$ cat src/core/hcf_pkg.sv
// Constants, field layouts and carrier types of the host controller front registers
package hcf_pkg;

  // ==========================================================================
  // Register byte offsets
  localparam logic [7:0] OFS_VERSION   = 8'h00;
  localparam logic [7:0] OFS_READ_PORT = 8'h04;
  localparam logic [7:0] OFS_RETRY     = 8'h08;
  localparam logic [7:0] OFS_SWAP_DATA = 8'h0C;
  localparam logic [7:0] OFS_SWAP_CTRL = 8'h14;

  // ==========================================================================
  // Field positions and constant field values
  localparam int         BIT_CLEAR     = 31;
  localparam int         BIT_GO        = 25;
  localparam logic [7:0] VER_MAJOR     = 8'h01;
  localparam logic [7:0] VER_MINOR     = 8'h10;
  localparam logic [7:0] MINI_ROM_ADDR = 8'h28;
  localparam logic [7:0] MINI_ROM_MIN  = 8'h39;
  localparam logic [2:0] HSIZE_WORD    = 3'h2;

  // ==========================================================================
  // Values after reset
  localparam logic       SWAP_DONE_RST = 1'b1;
  localparam logic [7:0] OFFSET_RST    = 8'h00;

  // ==========================================================================
  // Types
  typedef enum logic [2:0] {
    ST_START     = 3'b000,
    ST_BOOT_MINI = 3'b001,
    ST_BOOT_BIB  = 3'b010,
    ST_IDLE      = 3'b011,
    ST_FETCH     = 3'b100
  } hcf_fsm_t;

  typedef struct packed {
    logic [3:0] phys;
    logic [3:0] resp;
    logic [3:0] req;
  } hcf_retry_t;

  typedef struct packed {
    logic       req;
    logic [7:0] addr;
  } hcf_rom_req_t;

  typedef struct packed {
    logic       ack;
    logic [7:0] data;
  } hcf_rom_rsp_t;

  typedef struct packed {
    logic       valid;
    logic [7:0] idx;
    logic [7:0] data;
  } hcf_bib_t;

endpackage : hcf_pkg

$ cat src/core/hcf_front_regs.sv
// Front register group of the host controller with serial EEPROM byte port
//
// Contract
// - Version bits 31-25 and 15-8 read zero
// - Version bit 24 shows EEPROM detected, default zero
// - EEPROM present: load bus info block after reset
// - Version bits 23-16 read 01h
// - Version bits 7-0 read 10h
// - Chip resets clear resettable version bits
// - Bit 31 clears byte pointer, then self-clears
// - Pointer clear does not load byte zero
// - Bit 25 fetches current byte, self-clears when done
// - Fetched byte lands in bits 23-16
// - Read port bits 30-26, 24, 15-8 read zero
// - Option offset 00h, else loaded from 28h
// - Option offset valid only above 39h
// - Retry bits 31-16 read zero
// - Physical response unit retries up to bits 11-8
// - Transmit response unit retries up to bits 7-4
// - Transmit request unit retries up to bits 3-0
// - Retry bits 15-12 read zero
// - Swap data holds value for successful swap
// - Two-bit select picks swap resource
// - Done flag set at finish, cleared by write
//
// Local design decision: the AHB-Lite interface to the registers.
`timescale 1ns/1ps
`default_nettype none

module hcf_front_regs
  import hcf_pkg::*;
#(
  parameter logic [7:0] BIB_BASE = 8'h00,
  parameter int         BIB_LEN  = 16
) (
  // Clock and reset
  input  wire logic         clock,
  input  wire logic         rst,
  // Chip-level synchronous resets
  input  wire logic         express_fundamental_reset_in,
  input  wire logic         global_reset_in,
  // AHB-Lite slave
  input  wire logic         hsel,
  input  wire logic [31:0]  haddr,
  input  wire logic [1:0]   htrans,
  input  wire logic         hwrite,
  input  wire logic [2:0]   hsize,
  input  wire logic [31:0]  hwdata,
  input  wire logic         hready,
  output logic              hreadyout,
  output logic              hresp,
  output logic [31:0]       hrdata,
  // Serial EEPROM byte reader
  input  wire logic         eeprom_detect_in,
  output hcf_rom_req_t      rom_req,
  input  wire hcf_rom_rsp_t rom_rsp,
  // Bus info block stream after reset
  output hcf_bib_t          bib_out,
  // Status toward the rest of the controller
  output logic              eeprom_present_flag,
  output logic [7:0]        option_rom_offset,
  output logic              option_rom_valid,
  // Asynchronous transmit units, index 0 request, 1 response, 2 physical
  input  wire logic [2:0]   tx_begin,
  input  wire logic [2:0]   tx_fail,
  output logic [2:0]        tx_retry_go,
  output logic [2:0]        tx_give_up,
  output hcf_retry_t        retry_limits,
  // Compare-swap engine
  output logic [31:0]       swap_new_value,
  output logic [1:0]        swap_resource_select,
  output logic              swap_start,
  input  wire logic         swap_op_done
);

  // ==========================================================================
  // State
  typedef struct packed {
    hcf_fsm_t     fsm;
    logic         present;
    logic         clr;
    logic         go;
    logic [7:0]   ptr;
    logic [7:0]   fetched;
    logic [7:0]   offset;
    logic         offset_ok;
    logic [7:0]   bib_cnt;
    hcf_bib_t     bib;
    hcf_rom_req_t rom;
    hcf_retry_t   retry;
    logic [2:0][3:0] tries;
    logic [2:0]   retry_go;
    logic [2:0]   give_up;
    logic [31:0]  swap_data;
    logic         swap_done;
    logic [1:0]   swap_sel;
    logic         swap_start;
    logic         wr_pend;
    logic         rd_pend;
    logic [7:0]   addr;
    logic [31:0]  rdata;
  } hcf_state_t;

  hcf_state_t st;
  hcf_state_t next_st;

  logic            chip_reset;
  logic            accept;
  logic [2:0][3:0] next_tries;
  logic [2:0]      next_go;
  logic [2:0]      next_up;

  assign chip_reset = express_fundamental_reset_in | global_reset_in;
  assign accept     = hsel & hready & htrans[1] & (hsize == HSIZE_WORD);

  // ==========================================================================
  // Read mux
  function automatic logic [31:0] read_mux(input hcf_state_t s);
    logic [31:0] v;
    v = 32'h0000_0000;
    case (s.addr)
      OFS_VERSION:   v = {7'h00, s.present, VER_MAJOR, 8'h00, VER_MINOR};
      OFS_READ_PORT: v = {s.clr, 5'h00, s.go, 1'b0, s.fetched, 8'h00, s.offset};
      OFS_RETRY:     v = {20'h0_0000, s.retry};
      OFS_SWAP_DATA: v = s.swap_data;
      OFS_SWAP_CTRL: v = {s.swap_done, 29'h0, s.swap_sel};
      default:       v = 32'h0000_0000;
    endcase
    return v;
  endfunction : read_mux

  // ==========================================================================
  // Retry counting per transmit unit
  genvar gi;
  generate
    for (gi = 0; gi < 3; gi++) begin : g_unit
      logic [3:0] lim;
      logic       more;
      assign lim  = st.retry[gi*4 +: 4];
      assign more = st.tries[gi] < lim;
      assign next_tries[gi] = tx_begin[gi] ? 4'h0
                            : (tx_fail[gi] && more) ? st.tries[gi] + 4'h1 : st.tries[gi];
      assign next_go[gi] = !tx_begin[gi] && tx_fail[gi] && more;
      assign next_up[gi] = !tx_begin[gi] && tx_fail[gi] && !more;
    end
  endgenerate

  // ==========================================================================
  // Next state
  always_comb begin
    next_st            = st;
    next_st.bib.valid  = 1'b0;
    next_st.swap_start = 1'b0;
    next_st.wr_pend    = 1'b0;
    next_st.tries      = next_tries;
    next_st.retry_go   = next_go;
    next_st.give_up    = next_up;

    // Reads take one wait state so a write just before is always seen
    if (st.rd_pend) begin
      next_st.rdata   = read_mux(st);
      next_st.rd_pend = 1'b0;
    end

    // Pointer clear only between fetches
    if (st.clr && st.fsm == ST_IDLE) begin
      next_st.ptr = 8'h00;
      next_st.clr = 1'b0;
    end

    case (st.fsm)
      ST_START: begin
        next_st.present = eeprom_detect_in;
        next_st.offset  = OFFSET_RST;
        if (eeprom_detect_in) begin
          next_st.fsm = ST_BOOT_MINI;
          next_st.rom = '{req: 1'b1, addr: MINI_ROM_ADDR};
        end else begin
          next_st.fsm = ST_IDLE;
        end
      end
      ST_BOOT_MINI: begin
        if (rom_rsp.ack) begin
          next_st.offset   = rom_rsp.data;
          next_st.rom.addr = BIB_BASE;
          next_st.bib_cnt  = 8'h00;
          next_st.fsm      = ST_BOOT_BIB;
        end
      end
      ST_BOOT_BIB: begin
        if (rom_rsp.ack) begin
          next_st.bib = '{valid: 1'b1, idx: st.bib_cnt, data: rom_rsp.data};
          if (st.bib_cnt == 8'(BIB_LEN - 1)) begin
            next_st.rom.req = 1'b0;
            next_st.fsm     = ST_IDLE;
          end else begin
            next_st.bib_cnt  = st.bib_cnt + 8'h01;
            next_st.rom.addr = st.rom.addr + 8'h01;
          end
        end
      end
      ST_IDLE: begin
        if (st.go && !st.clr) begin
          if (st.present) begin
            next_st.rom = '{req: 1'b1, addr: st.ptr};
            next_st.fsm = ST_FETCH;
          end else begin
            // Without a device a fetch finishes at once and leaves the byte alone
            next_st.go = 1'b0;
          end
        end
      end
      ST_FETCH: begin
        if (rom_rsp.ack) begin
          next_st.fetched = rom_rsp.data;
          next_st.ptr     = st.ptr + 8'h01;
          next_st.go      = 1'b0;
          next_st.rom.req = 1'b0;
          next_st.fsm     = ST_IDLE;
        end
      end
      default: next_st.fsm = ST_START;
    endcase

    // Write data phase; a set written now outlives a completion this cycle
    if (st.wr_pend) begin
      case (st.addr)
        OFS_READ_PORT: begin
          if (hwdata[BIT_CLEAR]) next_st.clr = 1'b1;
          if (hwdata[BIT_GO]) next_st.go = 1'b1;
        end
        OFS_RETRY:     next_st.retry = hwdata[11:0];
        OFS_SWAP_DATA: next_st.swap_data = hwdata;
        OFS_SWAP_CTRL: begin
          next_st.swap_sel   = hwdata[1:0];
          next_st.swap_done  = 1'b0;
          next_st.swap_start = 1'b1;
        end
        default: ;
      endcase
    end
    if (swap_op_done) next_st.swap_done = 1'b1;

    if (accept) begin
      next_st.addr    = haddr[7:0];
      next_st.wr_pend = hwrite;
      next_st.rd_pend = !hwrite;
    end

    if (chip_reset) begin
      next_st.present = 1'b0;
      next_st.offset  = OFFSET_RST;
      next_st.fsm     = ST_START;
      next_st.rom.req = 1'b0;
      next_st.clr     = 1'b0;
      next_st.go      = 1'b0;
    end
    // Registered so the validity flag never glitches while the offset reloads
    next_st.offset_ok = next_st.offset > MINI_ROM_MIN;
  end

  always_ff @(posedge clock or posedge rst) begin
    if (rst) begin
      st           <= '0;
      st.swap_done <= SWAP_DONE_RST;
    end else begin
      st <= next_st;
    end
  end

  // ==========================================================================
  // Outputs
  assign hreadyout            = !st.rd_pend;
  assign hresp                = 1'b0;
  assign hrdata               = st.rdata;
  assign rom_req              = st.rom;
  assign bib_out              = st.bib;
  assign eeprom_present_flag  = st.present;
  assign option_rom_offset    = st.offset;
  assign option_rom_valid     = st.offset_ok;
  assign tx_retry_go          = st.retry_go;
  assign tx_give_up           = st.give_up;
  assign retry_limits         = st.retry;
  assign swap_new_value       = st.swap_data;
  assign swap_resource_select = st.swap_sel;
  assign swap_start           = st.swap_start;
endmodule : hcf_front_regs

`default_nettype wire

$ cat config.mk
export PLATFORM = sky130hd
export DESIGN_NAME = hcf_front_regs
export DESIGN_NICKNAME = d
export VERILOG_FILES = /design/src/core/hcf_pkg.sv /design/src/core/hcf_front_regs.sv
export SDC_FILE = /design/constraint.sdc
export NUM_CORES = 1
export LEC_CHECK = 0
export BUFFER_PORTS_ARGS = -buffer_cell sky130_fd_sc_hd__buf_4
export CAP_MARGIN = 10
export CORE_MARGIN = 10
export CORE_UTILIZATION = 35
export DETAILED_ROUTE_END_ITERATION = 10
export GPL_ROUTABILITY_DRIVEN = 1
export PLACE_DENSITY_LB_ADDON = 0.05
export RECOVER_POWER = 100
export SLEW_MARGIN = 20
export SYNTH_ARGS = -nofsm -noshare
export SYNTH_HDL_FRONTEND = slang
export SYNTH_SLANG_ARGS = --single-unit
$ cat constraint.sdc
create_clock -name clock -period 4.84 [get_ports clock]
set_input_delay 0.242 -clock clock [delete_from_list [all_inputs] [get_ports clock]]
set_output_delay 0.242 -clock clock [all_outputs]
set_load 0.01 [all_outputs]
==> reports/qor.txt <==
Synthesis-stage register bit count: 173
Area leader, netlist: dfrtp_1
Worst Path Class, Setup: flip-flop to flip-flop
Critical-path top delay cell: nand3_1
Setup violations, final: 0
Fin. Hold Viols: 0
Worst-path clk slew: 0.07 ns
Clock skew: 0.0121 ns
Critical path arrival: 3.83 ns
Routed vias/inst: 4.96
Gr usage total: 0.147
Layout Cells excl Fill: 1,251
Most frequent cells after synthesis: 172 x dfrtp_1, 121 x buf_4, 106 x nand2_1
Int Pwr: 2.48 mW
Area growth from synthesis to layout: 10.3%
Post-synth top flop: dfrtp_1
Max Freq: 0.281 GHz
Wire per inst: 18.9 um
CP delay by family, top: simple AND/OR/NAND/NOR gates
Failing checks: max-capacitance violations, max-slew violations
Top-count cell post-synth: dfrtp_1
Met3 WL post-DR: 1290 um
PortBufs: 189
Min Tclk post-route: 3.56 ns
Max-slew violation count: 76
CTS tree: done
Post-CTS sizing: 0
Leakage power: 4.48 nW
Ys async rst share: 1.00
WP data required: 5.11 ns
Netlist cell types: 60
DIE AREA: 31,800 um2
Post-route DRC violation count: 0
Slew at the pin closest to its max-slew limit: 1.97 ns
Placed Cells: 1,218
Final HPWL DP: 17,300 um
Vias in the first global route: 6,513
Syn_nets: 965
Critical Path End: st[141]$_DFFE_PP0P_
Top Ports: 216
Worst R2R End: st[141]$_DFFE_PP0P_
VDD IR max: 0.164 mV
Initial Utilization: 0.358
Crit path launch: st[170]$_DFFE_PP0P_
Met2 WL: 11,900 um
Worst reg2reg setup slack: 1.28 ns
Sequential area share after synthesis: 0.494
RSZ-0062 raised after global routing: no
CTS Sinks: 173
Post-Syn Area per Cell: 10.2 um2
Hold WC Path Type: input port to flip-flop
Syn Std Cell Area: 8760 um2
Period utilization: 0.736
Slowest stage delay, CP: 0.77 ns
Detailed-route wire length: 23,600 um
CTS buffer count: 17
Critical path cell sequence: and2b_1, nand3_1, clkinv_1, o21ai_0, a2111oi_0, xnor2_1, nor2_1
Combinational share of power: 0.118
Hold Path Stages: 2
Gp weighted congestion: 0.838
Worst skew pair latency: 0.42 ns
H-tree levels: 4
Starting DRT DRC Count: 334
Ys Warns: 0
Sum Neg Setup Slack: 0 ns
Core Rows: 57
Core Area: 24,500 um2
Number of detailed-route iterations in the first pass: 4
EDFF count, synth: 0
Post-CTS Hold Buffers: 1
Worst r2r path cells: 7
Rel. slew slack: -0.317
GRT overflow: 0
Layout cells sized above 1: 0.170
Ranking of synthesized cells by area: dfrtp_1 49%, buf_4 10%, mux2_2 6.3%
DIE HEIGHT: 178 um
Largest net degree at the start of global routing: 133
Via count: 6,203
Switching share of power: 0.272
Routed Antenna Nets: 0
Clk network pwr share: 0.403
Antenna cells: 0
Crit. End Element: flip-flop
Cell area power density: 352 nW/um2
NetSw: 0.926 mW
Status: complete, but fails checks
Number of nets in the layout: 1,022
PnR Total Power: 3.40 mW
Synth Instances: 857
WP buf/inv: 1
Die width: 178 um
Initial antenna violation count: 0
Type of origin of the critical path: flip-flop
Max cap viols: 2
Crit path depth: 7
Top Metal Used: met4
Clock tree buffer depth: 2
Worst Path Max Fanout: 25
CTS root buf: clkbuf_16
Met1 Wirelength: 10,300 um
Postcts setup bufs: 0
First-pass GRT wire length: 36,700 um
Area share of the largest cell type after synthesis: 0.491
R2R Path Start: st[170]$_DFFE_PP0P_
Flop pwr share: 0.479
[placed cells by master, fill, tap and decap left out, drive strengths merged, types with 3 or more instances in the layout]
cell,instances
clkbuf,145
or2,3
dfrtp,172
mux2,53
nor2b,3
mux2i,24
inv,27
nor3,6
nand2,106
nor3b,5
o21ai,53
clkinvlp,3
a211oi,5
a21oi,29
a22o,17
ha,15
a31oi,4
clkinv,8
xnor2,3
nand4,7
or3,4
and4,4
nand2b,8
and3,3
a22oi,7
or4b,3
xor2,10
o22ai,5
nor2,56
and3b,4
buf,67
nand3,29
o2bb2ai,12
[power by group through the flow]
stage,combinational [mW],sequential [mW],clock (mW)
CTS,0.453,1.64,1.41
finish,0.402,1.63,1.37
global route,0.458,1.64,1.48
detailed placement,0.450,1.66,0
floorplan,0.350,1.60,0
global placement,0.442,1.66,0
[final cells by class]
| type | instances | area [um2] |
|---|---|---|
| Timing Repair Buffer | 194 | 1010 |
| Tap cell | 324 | 405 |
| Clock buffer | 19 | 443 |
| Sequential cell | 173 | 4330 |
| Multi-Input combinational cell | 501 | 3240 |
| Fill cell | 2532 | 14800 |
| Inverter | 27 | 103 |
| Clock inverter | 13 | 139 |
[worst min-delay path by stage]
stage | start | end | slack, ns
after floorplan | tx_begin[0] | st[87]$_DFFE_PP0P_ | 0.31
after global placement | hwrite | st[40]$_DFF_PP0_ | 0.40
after detailed placement | hwrite | st[40]$_DFF_PP0_ | 0.41
after CTS | tx_begin[2] | st[95]$_DFFE_PP0P_ | 0.004
after global routing | tx_begin[2] | st[92]$_DFFE_PP0P_ | 0.009
final | tx_begin[2] | st[95]$_DFFE_PP0P_ | 0.02
[worst reg2reg max path: cells and delay by family (launching register included)]
kind                      cells  cell delay (ns)
buffers and inverters         1             0.64
xor gates and xnor gates      1             0.17
and+or+nand+nor               3             1.14
AOI/OAI and AO/OA             2             0.86
DFF                           1             0.60
[routing by layer]
layer / vias to the layer above / global-route usage
li1: 2951 / -
met1: 3092 / 0.180
met2: 150 / 0.255
met3: 10 / 0.0374
met4: 0 / 0.0296
met5: - / 0
[metrics by stage]
step                      hold WS [ns]  utilization  setup WS [ns]  area (um2)
after floorplan                  0.305            -           2.39        8760
after global placement           0.402        0.391           1.80        9560
after detailed placement         0.406        0.391           1.81        9560
after CTS                      0.00356        0.415           1.78       10200
after global routing           0.00944        0.395          0.882        9670
final                           0.0152        0.395           1.28        9670
[logic make-up after synthesis]
group	after synthesis	synth area share
muxes	77	0.0955
other	1	0.000428
xor gates and xnor gates	13	0.0130
and+or+nand+nor	250	0.136
buffers and inverters	183	0.134
DFF	173	0.494
adders and majority gates	15	0.0214
AOI/OAI and AO/OA	145	0.106
[sequential cells by signal, summed over array words and instances (netlist names)]
register	count
st	52
hrdata	32
swap_new_value	32
bib_out	17
g_unit.lim	12
rom_req	9
option_rom_offset	8
tx_give_up	3
tx_retry_go	3
swap_resource_select	2
eeprom_present_flag	1
option_rom_valid	1
swap_start	1
Power figures use the tool's default switching activity.
